==> config.mk <==
export PLATFORM = sky130hd
export DESIGN_NAME = sbsf_top
export DESIGN_NICKNAME = d
export VERILOG_FILES = /design/src/sbsf_pkg.sv /design/src/sbsf_timer.sv /design/src/sbsf_top.sv
export SDC_FILE = /design/constraint.sdc
export NUM_CORES = 1
export LEC_CHECK = 0
export BUFFER_PORTS_ARGS = -buffer_cell sky130_fd_sc_hd__buf_2
export CAP_MARGIN = 0
export CORE_ASPECT_RATIO = 1.5
export CORE_MARGIN = 2
export CORE_UTILIZATION = 25
export CTS_CLUSTER_SIZE = 24
export DETAILED_ROUTE_END_ITERATION = 8
export PLACE_DENSITY_LB_ADDON = 0.05
export SYNTH_ARGS = -nofsm -noshare
export SYNTH_HDL_FRONTEND = slang
export SYNTH_SLANG_ARGS = --single-unit
==> constraint.sdc <==
create_clock -name clk -period 3.1 [get_ports clk]
set_input_delay 0.155 -clock clk [delete_from_list [all_inputs] [get_ports clk]]
set_output_delay 0.155 -clock clk [all_outputs]
set_load 0.1 [all_outputs]
==> src/sbsf_pkg.sv <==
// Constants, codes and register map of the serial boot status flags block.
// Assumes a 250 MHz system clock and an AXI4-Lite register port.
//
// Contract
// Download done sets checksum match flag
// Two-bit field keeps last ID check result
// Refuse protected commands until ID verified
// Receive timeout flag set on missing bytes
// Timeout discards data, returns to command wait
// Area flag always shows selected ROM area
// Programmer reads status after erase or program
// Read-status sends secondary after flash status
// Clear-status command clears secondary status flags
// Flags zero at power-on, survive reset
// Timeout counts clocks, restarted per byte
package sbsf_pkg;

  // Clock and receive timeout timing
  localparam int SBSF_CLK_PS     = 4000;
  localparam int SBSF_TOUT_NS    = 100000;
  localparam int SBSF_TOUT_CYC   = (SBSF_TOUT_NS * 1000) / SBSF_CLK_PS;
  localparam int SBSF_TOUT_W     = 16;

  // Register byte offsets
  localparam logic [3:0] SBSF_OFF_STAT = 4'h0;
  localparam logic [3:0] SBSF_OFF_TOUT = 4'h4;
  localparam logic [3:0] SBSF_OFF_CTRL = 4'h8;

  // Control register fields and reset
  localparam int SBSF_CTRL_EN    = 0;
  localparam int SBSF_CTRL_CLR   = 1;
  localparam logic SBSF_EN_RST   = 1'b1;

  // Secondary status byte bit positions
  localparam int SBSF_BIT_BOOT   = 7;
  localparam int SBSF_BIT_SUM    = 4;
  localparam int SBSF_BIT_IDHI   = 3;
  localparam int SBSF_BIT_IDLO   = 2;
  localparam int SBSF_BIT_TOUT   = 1;
  localparam int SBSF_BIT_AREA   = 0;

  // ID check result codes
  localparam logic [1:0] SBSF_ID_NONE = 2'h0;
  localparam logic [1:0] SBSF_ID_BAD  = 2'h1;
  localparam logic [1:0] SBSF_ID_OK   = 2'h3;

  // Command codes
  localparam logic [7:0] SBSF_CMD_RSTAT = 8'h70;
  localparam logic [7:0] SBSF_CMD_CLR   = 8'h50;
  localparam logic [7:0] SBSF_CMD_IDCHK = 8'hf5;
  localparam logic [7:0] SBSF_CMD_VER   = 8'hfb;

  // AXI responses
  localparam logic [1:0] SBSF_RESP_OK  = 2'h0;
  localparam logic [1:0] SBSF_RESP_ERR = 2'h2;

  // Command handler states
  typedef enum logic [1:0] {
    SBSF_WAIT  = 2'b00,
    SBSF_SEND1 = 2'b01,
    SBSF_SEND2 = 2'b10,
    SBSF_RECV  = 2'b11
  } sbsf_state_t;

  // Codes other than ID check and version; the handler also lets read-status and clear-status through
  function automatic logic sbsf_is_prot(input logic [7:0] code);
    sbsf_is_prot = (code != SBSF_CMD_IDCHK) && (code != SBSF_CMD_VER);
  endfunction : sbsf_is_prot

endpackage : sbsf_pkg

==> src/sbsf_timer.sv <==
// Inter-byte receive timeout counter.
// Assumes restart is high whenever the handler is not receiving.
`timescale 1ns/1ps
module sbsf_timer
  import sbsf_pkg::*;
#(
  parameter int W = SBSF_TOUT_W
)(
  input  wire logic         clk,
  input  wire logic         rstn,
  input  wire logic         restart,
  input  wire logic [W-1:0] limit,
  output logic              expired
);

  // Refuse widths the counter cannot serve
  if (W < 2 || W > 32) begin : g_chk
    $error("sbsf_timer: W out of range");
  end

  typedef struct packed {
    logic [W-1:0] cnt;   // Cycles since last byte
    logic         exp;   // Expiry pulse
  } sbsf_tmr_t;

  sbsf_tmr_t s_r;        // State
  sbsf_tmr_t s_nxt;      // Next state

  assign expired = s_r.exp;

  // Count idle cycles, pulse at the limit
  always_comb
  begin
    s_nxt     = s_r;
    s_nxt.exp = 1'b0;
    // restart per byte
    if (restart)
    begin
      s_nxt.cnt = '0;
    end
    else if (s_r.cnt + 1'b1 >= limit)
    begin
      s_nxt.cnt = '0;
      s_nxt.exp = 1'b1;
    end
    else
    begin
      s_nxt.cnt = s_r.cnt + 1'b1;
    end
  end

  // State register
  always_ff @(posedge clk or negedge rstn)
  begin
    if (!rstn)
      s_r <= '0;
    else
      s_r <= s_nxt;
  end
endmodule : sbsf_timer

==> src/sbsf_top.sv <==
// Serial programming command handler with secondary status flags.
// Assumes received bytes arrive as one-cycle pulses on rxValid, the flash
// and download logic give status and done pulses, porN is power-on only.
//
// Register access over AXI4-Lite and the placing of the registers were decided locally.
`timescale 1ns/1ps
module sbsf_top
  import sbsf_pkg::*;
#(
  parameter int TOUT_CYC = SBSF_TOUT_CYC
)(
  input  wire logic        clk,
  input  wire logic        rstn,
  input  wire logic        porN,
  input  wire logic        rxValid,
  input  wire logic [7:0]  rxByte,
  input  wire logic        cmdDone,
  input  wire logic [7:0]  flashStatus,
  input  wire logic        dlDone,
  input  wire logic        dlSumOk,
  input  wire logic        idDone,
  input  wire logic        idMatch,
  input  wire logic        areaSel,
  output logic             txValid,
  output logic [7:0]       txByte,
  output logic             cmdAccept,
  output logic [7:0]       cmdCode,
  output logic             cmdRefused,
  output logic             dataValid,
  output logic [7:0]       dataByte,
  output logic             discard,
  input  wire logic [3:0]  s_axi_awaddr,
  input  wire logic        s_axi_awvalid,
  output logic             s_axi_awready,
  input  wire logic [31:0] s_axi_wdata,
  input  wire logic [3:0]  s_axi_wstrb,
  input  wire logic        s_axi_wvalid,
  output logic             s_axi_wready,
  output logic [1:0]       s_axi_bresp,
  output logic             s_axi_bvalid,
  input  wire logic        s_axi_bready,
  input  wire logic [3:0]  s_axi_araddr,
  input  wire logic        s_axi_arvalid,
  output logic             s_axi_arready,
  output logic [31:0]      s_axi_rdata,
  output logic [1:0]       s_axi_rresp,
  output logic             s_axi_rvalid,
  input  wire logic        s_axi_rready
);

  // Timeout must fit the counter
  if (TOUT_CYC < 1 || TOUT_CYC >= (1 << SBSF_TOUT_W)) begin : g_chk
    $error("sbsf_top: TOUT_CYC out of range");
  end

  // Handler and bus state
  typedef struct packed {
    sbsf_state_t      st;        // Handler state
    logic             txValid;   // Reply byte strobe
    logic [7:0]       txByte;    // Reply byte
    logic             accept;    // Command accepted pulse
    logic [7:0]       code;      // Last accepted code
    logic             refused;   // Command refused pulse
    logic             dValid;    // Payload byte strobe
    logic [7:0]       dByte;     // Payload byte
    logic             discard;   // Timeout discard pulse
    logic             en;        // Handler enable
    logic             swClr;     // Software flag clear pulse
    logic [SBSF_TOUT_W-1:0] tout; // Timeout limit
    logic             awready;
    logic             wready;
    logic             awHeld;    // Write address captured
    logic             wHeld;     // Write data captured
    logic [3:0]       awAddr;
    logic [31:0]      wData;
    logic [3:0]       wStrb;
    logic             bvalid;
    logic [1:0]       bresp;
    logic             arready;
    logic             rvalid;
    logic [31:0]      rdata;
    logic [1:0]       rresp;
  } sbsf_core_t;

  // Secondary status flags, power-on domain
  typedef struct packed {
    logic       boot;   // Download finished
    logic       sum;    // Checksum matched
    logic [1:0] id;     // ID check result
    logic       tout;   // Receive timeout
    logic       area;   // Selected ROM area
  } sbsf_flag_t;

  sbsf_core_t s_r;      // Core state
  sbsf_core_t s_nxt;    // Core next state
  sbsf_flag_t f_r;      // Flag state
  sbsf_flag_t f_nxt;    // Flag next state
  logic       tExp;     // Timer expiry
  logic       restart;  // Timer restart
  logic       isCmd;    // Command byte seen in wait
  logic       clrCmd;   // Clear-status command seen
  logic [7:0] secByte;  // Secondary status byte

  // Assembled secondary status byte
  assign secByte = {f_r.boot, 2'b00, f_r.sum, f_r.id, f_r.tout, f_r.area};
  assign isCmd   = (s_r.st == SBSF_WAIT) && s_r.en && rxValid;
  assign clrCmd  = isCmd && (rxByte == SBSF_CMD_CLR);
  assign restart = (s_r.st != SBSF_RECV) || rxValid;

  // Inter-byte timeout
  sbsf_timer #(.W(SBSF_TOUT_W)) u_timer (
    .clk     (clk),
    .rstn    (rstn),
    .restart (restart),
    .limit   (s_r.tout),
    .expired (tExp)
  );

  // Command handler and AXI slave
  always_comb
  begin
    s_nxt         = s_r;
    s_nxt.txValid = 1'b0;
    s_nxt.accept  = 1'b0;
    s_nxt.refused = 1'b0;
    s_nxt.dValid  = 1'b0;
    s_nxt.discard = 1'b0;
    s_nxt.swClr   = 1'b0;
    unique case (s_r.st)
      SBSF_WAIT:
      begin
        if (isCmd && rxByte == SBSF_CMD_RSTAT)
          s_nxt.st = SBSF_SEND1;
        // gate on ID result
        else if (isCmd && rxByte != SBSF_CMD_CLR && sbsf_is_prot(rxByte)
                 && f_r.id != SBSF_ID_OK)
          s_nxt.refused = 1'b1;
        else if (isCmd && rxByte != SBSF_CMD_CLR)
        begin
          s_nxt.accept = 1'b1;
          s_nxt.code   = rxByte;
          s_nxt.st     = SBSF_RECV;
        end
      end
      // flash status first
      SBSF_SEND1:
      begin
        s_nxt.txValid = 1'b1;
        s_nxt.txByte  = flashStatus;
        s_nxt.st      = SBSF_SEND2;
      end
      // secondary byte second
      SBSF_SEND2:
      begin
        s_nxt.txValid = 1'b1;
        s_nxt.txByte  = secByte;
        s_nxt.st      = SBSF_WAIT;
      end
      SBSF_RECV:
      begin
        // drop data, wait command
        if (tExp)
        begin
          s_nxt.discard = 1'b1;
          s_nxt.st      = SBSF_WAIT;
        end
        else if (cmdDone)
          s_nxt.st = SBSF_WAIT;
        else if (rxValid)
        begin
          s_nxt.dValid = 1'b1;
          s_nxt.dByte  = rxByte;
        end
      end
    endcase
    // Write address and data, either order
    if (s_axi_awvalid && s_r.awready)
    begin
      s_nxt.awHeld = 1'b1;
      s_nxt.awAddr = s_axi_awaddr;
    end
    if (s_axi_wvalid && s_r.wready)
    begin
      s_nxt.wHeld = 1'b1;
      s_nxt.wData = s_axi_wdata;
      s_nxt.wStrb = s_axi_wstrb;
    end
    // Commit write once both halves held
    if (s_r.awHeld && s_r.wHeld && !s_r.bvalid)
    begin
      s_nxt.awHeld = 1'b0;
      s_nxt.wHeld  = 1'b0;
      s_nxt.bvalid = 1'b1;
      s_nxt.bresp  = SBSF_RESP_OK;
      if (s_r.awAddr == SBSF_OFF_TOUT)
      begin
        if (s_r.wStrb[0])
          s_nxt.tout[7:0] = s_r.wData[7:0];
        if (s_r.wStrb[1])
          s_nxt.tout[15:8] = s_r.wData[15:8];
      end
      else if (s_r.awAddr == SBSF_OFF_CTRL)
      begin
        if (s_r.wStrb[0])
        begin
          s_nxt.en    = s_r.wData[SBSF_CTRL_EN];
          s_nxt.swClr = s_r.wData[SBSF_CTRL_CLR];
        end
      end
      else if (s_r.awAddr != SBSF_OFF_STAT)
        s_nxt.bresp = SBSF_RESP_ERR;
    end
    if (s_r.bvalid && s_axi_bready)
      s_nxt.bvalid = 1'b0;
    s_nxt.awready = !s_nxt.awHeld && !s_nxt.bvalid;
    s_nxt.wready  = !s_nxt.wHeld && !s_nxt.bvalid;
    // Read decode
    if (s_axi_arvalid && s_r.arready)
    begin
      s_nxt.rvalid = 1'b1;
      s_nxt.rresp  = SBSF_RESP_OK;
      s_nxt.rdata  = '0;
      unique case (s_axi_araddr)
        SBSF_OFF_STAT: s_nxt.rdata = {14'h0000, s_r.st, flashStatus, secByte};
        SBSF_OFF_TOUT: s_nxt.rdata = {16'h0000, s_r.tout};
        SBSF_OFF_CTRL: s_nxt.rdata = {31'h00000000, s_r.en};
        default:       s_nxt.rresp = SBSF_RESP_ERR;
      endcase
    end
    else if (s_r.rvalid && s_axi_rready)
      s_nxt.rvalid = 1'b0;
    s_nxt.arready = !s_nxt.rvalid;
  end

  // Flag updates; events win over clears
  always_comb
  begin
    f_nxt = f_r;
    // clear-status command
    if (clrCmd || s_r.swClr)
      f_nxt = '0;
    // checksum result
    if (dlDone)
    begin
      f_nxt.boot = 1'b1;
      f_nxt.sum  = dlSumOk;
    end
    // ID check result
    if (idDone)
      f_nxt.id = idMatch ? SBSF_ID_OK : SBSF_ID_BAD;
    // timeout flag
    if (tExp && s_r.st == SBSF_RECV)
      f_nxt.tout = 1'b1;
    // live area selection
    f_nxt.area = areaSel;
  end

  // Core register
  always_ff @(posedge clk or negedge rstn)
  begin
    if (!rstn)
    begin
      s_r         <= '0;
      s_r.en      <= SBSF_EN_RST;
      s_r.tout    <= SBSF_TOUT_W'(TOUT_CYC);
      s_r.arready <= 1'b1;
      s_r.awready <= 1'b1;
      s_r.wready  <= 1'b1;
    end
    else
      s_r <= s_nxt;
  end

  // flags reset by power-on only, not by rstn
  always_ff @(posedge clk or negedge porN)
  begin
    if (!porN)
      f_r <= '0;
    else
      f_r <= f_nxt;
  end

  // Outputs straight from flops
  assign txValid       = s_r.txValid;
  assign txByte        = s_r.txByte;
  assign cmdAccept     = s_r.accept;
  assign cmdCode       = s_r.code;
  assign cmdRefused    = s_r.refused;
  assign dataValid     = s_r.dValid;
  assign dataByte      = s_r.dByte;
  assign discard       = s_r.discard;
  assign s_axi_awready = s_r.awready;
  assign s_axi_wready  = s_r.wready;
  assign s_axi_bvalid  = s_r.bvalid;
  assign s_axi_bresp   = s_r.bresp;
  assign s_axi_arready = s_r.arready;
  assign s_axi_rvalid  = s_r.rvalid;
  assign s_axi_rdata   = s_r.rdata;
  assign s_axi_rresp   = s_r.rresp;
endmodule : sbsf_top

# == Word level (Yosys, flattened, before mapping) ==
# Index checks and enable logic that the tools add are counted.
# Widths: inputs -> output; s select.
# totals
output_inout_bits,70
word_cells,141
inputBits,75
register_bits,137
# op_classes
n_mux,45
addsub,1
n_reduce_logical,39
eq_ne,17
n_lt_le_gt_ge,1
n_bitwise,5
# op_table
cell,n
$pmux 18 s3,1
$mux 16,3
$mux 9,5
$mux 10,3
$mux 2,13
$logic_and 1x1->1,18
$pmux 9 s2,1
$mux 17,1
$add 16x1->16 const B,1
$eq 8x7->1 const B,2
$ge 16x16->1,1
$mux 8,2
$ne 8x8->1 const B,2
$mux 1,13
$reduce_and 4->1,3
$reduce_and 3->1,3
$eq 4x3->1 const B,2
$eq 4x4->1 const B,2
$ne 8x7->1 const B,1
$pmux 2 s4,1
$reduce_bool 2->1,4
$mux 6,1
$logic_not 1->1,5
$not 1->1,5
12 further kinds,15

# == Logic depth before layout (Yosys ltp) ==
# Gate-level depths: netlist of the first run.
# logic_depth
ltp_word,9
depth_mapped,11

# == By module ==
# Synthesis of the first run repeated with hierarchy kept, for this count alone.
# unflattened
cells_unflattened,514
hier_area_um2,6017.0
# by_module_without_submodules
mod,seq_area_each_um2,instances,cells_per_inst,area_per_inst_um2
sbsf_top,2615.0,1,383,4620.7
sbsf_timer,425.4,1,131,1396.3

# == Least setup slack after synthesis of the first run ==
# Ideal clock, no wire load.
# synth_timing
kind,reg-to-reg
start,register u_timer.s_r[3] in the netlist's numbering
end,register u_timer.s_r[10] in the netlist's numbering
required_ns,2.968
period_less_slack_ns,2.721
stages_incl_launch_ff,12
t_arrival_ns,2.588
n_path_buf,1
slack_ns,0.379
cell_sequence,dfrtp_1 nand3_1 nor4_1 nand3_1 xnor2_1 ha_1 nand4_1 nor3_1 a31oi_1 nand3b_1 clkbuf_1 nor2b_1
# synth_lines
item,line,rtl
from (decl),sbsf_timer.sv:26,sbsf_tmr_t s_r;
from (signal assigned),sbsf_timer.sv:58,s_r <= s_nxt;

==> flow_results.xml, run 1 <==
<?xml version="1.0" encoding="UTF-8"?>
<metrics>
  <group name="floorplanning">
    <metric name="dieArea" unit="µm²">24400</metric>
    <metric name="die_width" unit="µm">128</metric>
    <metric name="core_area" unit="µm²">22900</metric>
    <metric name="io-pin-count" unit="">145</metric>
    <metric name="floorplan.initialDensity" unit="%">25.3</metric>
    <metric name="chipHeight" unit="µm">190</metric>
    <metric name="floorplan.rows" unit="">68</metric>
  </group>
  <group name="detailed_routing">
    <metric name="drt_iter0_markers" unit="">126</metric>
    <metric name="vias" unit="">3997</metric>
    <metric name="detail-route-antenna-nets" unit="">0</metric>
    <metric name="avgViaCountPerCell" unit="">4.32</metric>
    <metric name="drt-pass1-iter-count" unit="">4</metric>
    <metric name="detail_route.drc_violations" unit="">0</metric>
    <metric name="route.final.wire_length" unit="µm">14900</metric>
    <metric name="routedWlPerCell" unit="µm">16.1</metric>
  </group>
  <group name="synth">
    <metric name="mappedNetlistArea" unit="µm²">5790</metric>
    <metric name="yosysMostFrequentCell" unit="">sky130_fd_sc_hd__dfrtp_1</metric>
    <metric name="synth.top_cell.area_share" unit="%">47.9</metric>
    <metric name="edff_count_synth" unit="">0</metric>
    <metric name="yosys-top-cells-count" unit="">sky130_fd_sc_hd__dfrtp_1 (111), sky130_fd_sc_hd__buf_4 (60), sky130_fd_sc_hd__mux2_2 (54)</metric>
    <metric name="synthTopCellsByArea" unit="">sky130_fd_sc_hd__dfrtp_1 (48%), sky130_fd_sc_hd__mux2_2 (10%), sky130_fd_sc_hd__buf_4 (7.8%)</metric>
    <metric name="netlist.top_cell.by_area" unit="">sky130_fd_sc_hd__dfrtp_1</metric>
    <metric name="async_reset_ff_share" unit="%">100</metric>
    <metric name="ys_warns" unit="">0</metric>
    <metric name="synth_sequential_area_ratio" unit="%">52.5</metric>
    <metric name="ys_seq_elements" unit="">121</metric>
    <metric name="synth_area_per_cell" unit="µm²">11.2</metric>
    <metric name="yosys.cell_types.count" unit="">40</metric>
    <metric name="ys_dominant_reg_cell" unit="">sky130_fd_sc_hd__dfrtp_1</metric>
    <metric name="postSynthCellCount" unit="">516</metric>
  </group>
  <group name="sta">
    <metric name="fin_skew" unit="ps">7.55</metric>
    <metric name="max_freq" unit="GHz">0.357</metric>
    <metric name="timing.setup.tns" unit="ps">0</metric>
    <metric name="slew_margin_rel" unit="%">62.6</metric>
    <metric name="tightestPinTransition" unit="ps">561</metric>
    <metric name="rsz0062_at_grt" unit="">false</metric>
    <metric name="finalHoldViolations" unit="">0</metric>
    <metric name="setup_viol" unit="">0</metric>
    <metric name="timing.final.max_slew_violations" unit="">0</metric>
    <metric name="fin_crit" unit="ps">2800</metric>
    <metric name="fin_worst_hold_slack" unit="ps">25.8</metric>
    <metric name="final.period_utilization" unit="%">90.4</metric>
  </group>
  <group name="power">
    <metric name="static-leakage-power" unit="nW">3.43</metric>
    <metric name="cellInternalPower" unit="mW">4.18</metric>
    <metric name="net-switching-power" unit="mW">3.12</metric>
    <metric name="power.total" unit="mW">7.30</metric>
    <metric name="clock_share_of_power" unit="%">28.1</metric>
    <metric name="vdd_ir_drop_max" unit="V">0.000412</metric>
    <metric name="share_seq_of_total_power" unit="%">33.3</metric>
    <metric name="power_frac_comb" unit="%">38.5</metric>
    <metric name="power_density" unit="nW/µm²">994</metric>
    <metric name="power_switching_share" unit="%">42.8</metric>
  </group>
  <group name="clock_tree">
    <metric name="cts-root-buf" unit="">sky130_fd_sc_hd__clkbuf_16</metric>
    <metric name="clkTransAtPathRegs" unit="ps">50</metric>
    <metric name="cts_tree" unit="">built</metric>
    <metric name="cts_inserted_buffers" unit="">17</metric>
    <metric name="clock_sink_count" unit="">121</metric>
    <metric name="post-cts-setup-buffer-count" unit="">0</metric>
    <metric name="worst_skew_pair_later_pin_latency" unit="ps">420</metric>
    <metric name="cts-root-to-sink-buffers" unit="">2</metric>
    <metric name="cts-htree-levels" unit="">4</metric>
  </group>
  <group name="place">
    <metric name="dp_hpwl" unit="µm">11200</metric>
    <metric name="portBuffers" unit="">110</metric>
    <metric name="place.gp.congestion" unit="">0.759</metric>
  </group>
  <group name="finish">
    <metric name="share_of_post_route_cells_with_drive_strength_above_1" unit="%">33.9</metric>
    <metric name="final.fill_count" unit="">2366</metric>
    <metric name="number_of_inserted_diodes" unit="">0</metric>
    <metric name="num-nets-final" unit="">730</metric>
    <metric name="area_growth_syn_to_layout" unit="%">26.7</metric>
  </group>
  <group name="critical_path">
    <metric name="crit_type" unit="">flop to flop</metric>
    <metric name="maximum_net_fanout_on_the_critical_path" unit="">9</metric>
    <metric name="timing.critical_path.to_type" unit="">flop</metric>
    <metric name="timing.critical_path.slowest_cell_delay" unit="ps">410</metric>
    <metric name="worstSetupStartpointType" unit="">flop</metric>
    <metric name="crit_chain" unit="">ha_1 &gt; nand4_1 &gt; nor4_1 &gt; xor2_1 &gt; ha_1 &gt; nand4_1 &gt; nor3_1 &gt; a31oi_1 &gt; nand3b_1 &gt; buf_4 &gt; nor2b_1</metric>
    <metric name="cp.arrival" unit="ps">3110</metric>
    <metric name="worstPathRequired" unit="ps">3400</metric>
    <metric name="cp_slowest_cell" unit="">sky130_fd_sc_hd__dfrtp_1</metric>
  </group>
  <group name="run">
    <metric name="max_cap_viol_count" unit="">0</metric>
  </group>
  <group name="grt">
    <metric name="antenna_found_initial" unit="">0</metric>
    <metric name="grt_start_max_net_pins" unit="">78</metric>
    <metric name="gr-total-overflow" unit="">0</metric>
    <metric name="groute.usage.overall" unit="%">13.0</metric>
    <metric name="first_pass_grt_wire_length" unit="µm">24000</metric>
    <metric name="number_of_global_route_vias_before_repair" unit="">4246</metric>
  </group>
  <group name="status">
    <metric name="status" unit="">finished clean</metric>
  </group>
  <group name="worst_hold_path">
    <metric name="holdCritPathClass" unit="">primary input to flop</metric>
  </group>
</metrics>
-- area by class of cell --
cell class | count | area, µm² | share of cell area [%]
repair buffers | 156 | 1000 | 13.7
flip-flops and latches | 121 | 3040 | 41.4
clock inverters | 11 | 145 | 1.98
well taps | 280 | 350 | 4.77
multi-input cells | 309 | 2220 | 30.3
inverters | 28 | 105 | 1.43
clock buffers | 21 | 470 | 6.41
-- cell usage in the layout, fill, tap and decap left out, types with 4 or more instances in the layout --
| cell | Yosys | layout |
|---|---|---|
| sky130_fd_sc_hd__a21oi_1 | 16 | 16 |
| sky130_fd_sc_hd__a22oi_1 | 19 | 19 |
| sky130_fd_sc_hd__a31oi_1 | 4 | 4 |
| sky130_fd_sc_hd__and3_1 | 5 | 5 |
| sky130_fd_sc_hd__buf_2 | 0 | 109 |
| sky130_fd_sc_hd__buf_4 | 60 | 9 |
| sky130_fd_sc_hd__clkbuf_16 | 0 | 17 |
| sky130_fd_sc_hd__clkinvlp_4 | 0 | 6 |
| sky130_fd_sc_hd__conb_1 | 1 | 16 |
| sky130_fd_sc_hd__dfrtp_1 | 111 | 111 |
| sky130_fd_sc_hd__dfstp_2 | 10 | 10 |
| sky130_fd_sc_hd__dlygate4sd3_1 | 0 | 37 |
| sky130_fd_sc_hd__ha_1 | 22 | 22 |
| sky130_fd_sc_hd__inv_1 | 28 | 28 |
| sky130_fd_sc_hd__mux2_2 | 54 | 54 |
| sky130_fd_sc_hd__nand2_1 | 41 | 41 |
| sky130_fd_sc_hd__nand3_1 | 12 | 12 |
| sky130_fd_sc_hd__nand4_1 | 4 | 4 |
| sky130_fd_sc_hd__nor2_1 | 16 | 16 |
| sky130_fd_sc_hd__nor2b_1 | 15 | 15 |
| sky130_fd_sc_hd__nor3_1 | 8 | 8 |
| sky130_fd_sc_hd__o21ai_0 | 31 | 31 |
| sky130_fd_sc_hd__xnor2_1 | 7 | 7 |
| sky130_fd_sc_hd__xor2_1 | 7 | 7 |
-- final timing paths --
kind / cells after the start / end / start / slack [ps]
worst max-delay path: 11 / u_timer.s_r[7]$_DFF_PN0_ / u_timer.s_r[1]$_DFF_PN0_ / 300
worst min-delay path: 2 / cmdCode[2]$_DFFE_PN0P_ / rxByte[2] / 30
worst max register to register: 11 / u_timer.s_r[7]$_DFF_PN0_ / u_timer.s_r[1]$_DFF_PN0_ / 300
worst min register to register: 1 / s_axi_awready$_DFF_PN1_ / s_r[80]$_DFF_PN0_ / 450
max in group asynchronous: 3 / s_r[91]$_DFFE_PN1P_ / rstn / 1950
min in group asynchronous: 2 / f_r[3]$_DFFE_PN0P_ / porN / 100
-- routing by layer --
| metal | routed length [µm] | vias to the layer above | track usage (%) |
|---|---|---|---|
| met5 | 0 | - | 0 |
| met4 | 293 | 0 | 4.95 |
| met3 | 515 | 17 | 3.17 |
| met2 | 8130 | 89 | 23.8 |
| met1 | 5960 | 1954 | 14.4 |
| li1 | - | 1937 | - |
-- kinds of logic (layout without fill, tap and decap cells) --
logic type      count (synthesis)  in the layout  share of synthesized area [%]
compound gates                 83             83                           8.94
xor+xnor                       14             14                           2.12
fa+ha+maj                      22             22                           4.75
buf+inv                       101            216                           10.4
flops                         121            121                           52.5
mux                            57             57                           11.0
other cells                     1             16                         0.0647
simple gates                  117            117                           10.2
-- timing repair --
item	CTS	global route
endpoints found under the hold margin	78	0
setup endpoints to repair	0	16
gates resized for setup	0	1
hold buffers	37	0
-- stage by stage --
stage / std cells / area, µm² / setup slack, ps / util (%)
after global routing: 926 / 7340 / 2.61 / 32.1
after CTS: 926 / 7330 / 224 / 32.0
after global placement: 857 / 6350 / 323 / 27.7
after detailed placement: 857 / 6350 / 242 / 27.7
final: 926 / 7340 / 296 / 32.1
after floorplan: 531 / 5850 / 379 / -
-- flip-flops by register name (all words and copies together), names as in the netlist, 6 cells and up --
signal	flops
s_axi_rdata	18
u_timer.s_r	16
txByte	8
cmdCode	8
dataByte	8
s_r	44
f_r	6
-- power by group through the flow --
| stage | clock, mW | sequential (mW) | combinational, mW |
|---|---|---|---|
| after floorplan | 0 | 2.57 | 2.28 |
| after global placement | 0 | 2.46 | 2.78 |
| after detailed placement | 0 | 2.47 | 2.81 |
| after CTS | 2.13 | 2.45 | 2.86 |
| after global routing | 2.19 | 2.51 | 3.02 |
| final | 2.05 | 2.43 | 2.81 |
-- critical path: cells and delay by family, from the launching register on --
kind / cells / cell delay, ps
AND/OR/NAND/NOR: 6 / 1290
adder cells (fa/ha/maj): 2 / 530
flip-flops: 1 / 410
buffers and inverters: 1 / 180
AO/OA/AOI/OAI: 1 / 150
XOR/XNOR: 1 / 130
No activity file was read; power rests on OpenSTA's default activity.
==> run 2, diff against run 1 <==
==> constraint.sdc (replaced) <==
create_clock -name clk -period 3.5 [get_ports clk]
set_input_delay 0.175 -clock clk [delete_from_list [all_inputs] [get_ports clk]]
set_output_delay 0.175 -clock clk [all_outputs]
set_load 0.1 [all_outputs]
==> flow_results.xml, run 2 (synthesized netlist as in run 1, its figures left out) <==
<?xml version="1.0" encoding="UTF-8"?>
<metrics>
  <group name="status">
    <metric name="status" unit="">finished clean</metric>
  </group>
  <group name="floorplanning">
    <metric name="floorplan.initialDensity" unit="%">25.3</metric>
    <metric name="dieArea" unit="µm²">24400</metric>
    <metric name="chipHeight" unit="µm">190</metric>
    <metric name="floorplan.rows" unit="">68</metric>
    <metric name="core_area" unit="µm²">22900</metric>
    <metric name="die_width" unit="µm">128</metric>
    <metric name="io-pin-count" unit="">145</metric>
  </group>
  <group name="sta">
    <metric name="tightestPinTransition" unit="ps">1020</metric>
    <metric name="fin_skew" unit="ps">9.19</metric>
    <metric name="finalHoldViolations" unit="">0</metric>
    <metric name="final.period_utilization" unit="%">82.8</metric>
    <metric name="slew_margin_rel" unit="%">32.0</metric>
    <metric name="timing.setup.tns" unit="ps">0</metric>
    <metric name="setup_viol" unit="">0</metric>
    <metric name="timing.final.max_slew_violations" unit="">0</metric>
    <metric name="rsz0062_at_grt" unit="">false</metric>
    <metric name="fin_crit" unit="ps">2900</metric>
    <metric name="max_freq" unit="GHz">0.345</metric>
    <metric name="post-route-worst-setup-slack" unit="ps">603</metric>
  </group>
  <group name="place">
    <metric name="post-place-cells" unit="">852</metric>
    <metric name="portBuffers" unit="">110</metric>
    <metric name="dp_hpwl" unit="µm">11100</metric>
    <metric name="place.gp.congestion" unit="">0.740</metric>
    <metric name="pre_cts_ws" unit="ps">572</metric>
  </group>
  <group name="clock_tree">
    <metric name="clkTransAtPathRegs" unit="ps">60</metric>
    <metric name="cts-htree-levels" unit="">4</metric>
    <metric name="cts-root-buf" unit="">sky130_fd_sc_hd__clkbuf_16</metric>
    <metric name="cts_inserted_buffers" unit="">17</metric>
    <metric name="cts-root-to-sink-buffers" unit="">2</metric>
    <metric name="cts_tree" unit="">built</metric>
    <metric name="clock_sink_count" unit="">121</metric>
    <metric name="cts.hold.buffers_added" unit="">32</metric>
    <metric name="cts.repair.resized" unit="">0</metric>
    <metric name="worst_skew_pair_later_pin_latency" unit="ps">420</metric>
    <metric name="post-cts-setup-buffer-count" unit="">0</metric>
  </group>
  <group name="power">
    <metric name="static-leakage-power" unit="nW">3.42</metric>
    <metric name="vdd_ir_drop_max" unit="V">0.000429</metric>
    <metric name="power_density" unit="nW/µm²">895</metric>
  </group>
  <group name="critical_path">
    <metric name="worstSetupStartpointType" unit="">flop</metric>
    <metric name="cp.arrival" unit="ps">3200</metric>
    <metric name="timing.critical_path.slowest_cell_delay" unit="ps">440</metric>
    <metric name="timing.critical_path.to_type" unit="">flop</metric>
    <metric name="crit_type" unit="">flop to flop</metric>
    <metric name="crit_chain" unit="">ha_1 &gt; nand4_1 &gt; nor4b_1 &gt; xor2_1 &gt; ha_1 &gt; nand4_1 &gt; nor3_1 &gt; a31oi_1 &gt; nand3b_1 &gt; buf_4 &gt; nor2b_1</metric>
    <metric name="worstPathRequired" unit="ps">3800</metric>
    <metric name="cp_slowest_cell" unit="">sky130_fd_sc_hd__nor4b_1</metric>
    <metric name="maximum_net_fanout_on_the_critical_path" unit="">16</metric>
  </group>
  <group name="finish">
    <metric name="share_of_post_route_cells_with_drive_strength_above_1" unit="%">33.3</metric>
    <metric name="largest_register_ff_count" unit="">44</metric>
    <metric name="stdcell_count" unit="">916</metric>
    <metric name="final.fill_count" unit="">2375</metric>
    <metric name="registers.top_by_ff_count" unit="">s_r</metric>
    <metric name="final_util" unit="%">31.8</metric>
    <metric name="num-nets-final" unit="">720</metric>
    <metric name="number_of_inserted_diodes" unit="">0</metric>
    <metric name="mostFrequentLayoutCells" unit="">sky130_fd_sc_hd__dfrtp_1 (111), sky130_fd_sc_hd__buf_2 (109), sky130_fd_sc_hd__mux2_2 (54), sky130_fd_sc_hd__nand2_1 (41), sky130_fd_sc_hd__dlygate4sd3_1 (32)</metric>
    <metric name="final_common_cell" unit="">sky130_fd_sc_hd__dfrtp_1</metric>
    <metric name="area_growth_syn_to_layout" unit="%">25.8</metric>
  </group>
  <group name="detailed_routing">
    <metric name="detail_route.drc_violations" unit="">0</metric>
    <metric name="vias" unit="">4012</metric>
    <metric name="route.final.wire_length" unit="µm">14800</metric>
    <metric name="detail-route-antenna-nets" unit="">0</metric>
    <metric name="drt-pass1-iter-count" unit="">4</metric>
    <metric name="avgViaCountPerCell" unit="">4.38</metric>
    <metric name="routedWlPerCell" unit="µm">16.1</metric>
    <metric name="drt_iter0_markers" unit="">164</metric>
  </group>
  <group name="worst_hold_path">
    <metric name="holdCritPathClass" unit="">primary input to flop</metric>
  </group>
  <group name="grt">
    <metric name="groute.usage.overall" unit="%">12.8</metric>
    <metric name="grt_start_max_net_pins" unit="">64</metric>
    <metric name="first_pass_grt_wire_length" unit="µm">23400</metric>
    <metric name="antenna_found_initial" unit="">0</metric>
    <metric name="number_of_global_route_vias_before_repair" unit="">4174</metric>
    <metric name="gr-total-overflow" unit="">0</metric>
  </group>
  <group name="run">
    <metric name="max_cap_viol_count" unit="">0</metric>
  </group>
</metrics>
-- run 2: cell count changes in the layout (fill, tap and decap cells not counted), sizes merged --
cell and delta:
clkinvlp -4, buf -5, dlygate4sd3 -5, clkbuf +1, bufinv +1, clkinv +2
-- run 2: area by class of cell --
class / instances / area (µm²) / area share [%]
inverter: 28 / 105 / 1.44
timing repair buffer: 146 / 916 / 12.6
multi-input combinational: 309 / 2230 / 30.7
tap: 280 / 350 / 4.81
sequential: 121 / 3040 / 41.7
clock inverter: 10 / 166 / 2.28
clock buffer: 22 / 474 / 6.51
-- run 2: through the flow --
step	hold slack [ps]	total power, mW	instance area, µm²
final	20.6	6.52	7290
after global routing	2.50	6.90	7290
after CTS	1.71	6.64	7290
after detailed placement	21.1	4.66	6330
after global placement	18.3	4.64	6330
after floorplan	-121	4.29	5850
-- run 2: worst paths after layout --
check | startpoint | endpoint | slack [ps] | depth (start not counted)
setup / recovery | u_timer.s_r[1]$_DFF_PN0_ | u_timer.s_r[6]$_DFF_PN0_ | 600 | 11
hold / removal | flashStatus[6] | txByte[6]$_DFFE_PN0P_ | 20 | 3
setup reg to reg | u_timer.s_r[1]$_DFF_PN0_ | u_timer.s_r[6]$_DFF_PN0_ | 600 | 11
hold reg to reg | s_r[80]$_DFF_PN0_ | s_axi_awready$_DFF_PN1_ | 450 | 1
max in group asynchronous | rstn | s_r[97]$_DFFE_PN1P_ | 2220 | 3
min in group asynchronous | porN | f_r[0]$_DFF_PN0_ | 110 | 2
-- run 2: where the power goes --
| part | internal, mW | switching, mW | total [mW] |
|---|---|---|---|
| clock | 1.25 | 0.653 | 1.90 |
| combinational | 0.658 | 1.81 | 2.47 |
| sequential | 1.86 | 0.291 | 2.15 |
| total | 3.76 | 2.75 | 6.52 |
-- run 2: critical path: cells and delay by family, from the launching register on --
| kind | cells | cell delay [ps] |
|---|---|---|
| DFF | 1 | 410 |
| xor gates and xnor gates | 1 | 140 |
| and+or+nand+nor | 6 | 1310 |
| buffers and inverters | 1 | 230 |
| AOI/OAI and AO/OA | 1 | 150 |
| adders and majority gates | 2 | 560 |
-- run 2: metal layers --
metal	part of all wire, %	up-vias	global-route usage, %
li1	-	1920	-
met1	40	1981	13.9
met2	55	91	23.6
met3	3.8	20	3.51
met4	1.7	0	4.69
met5	0	-	0
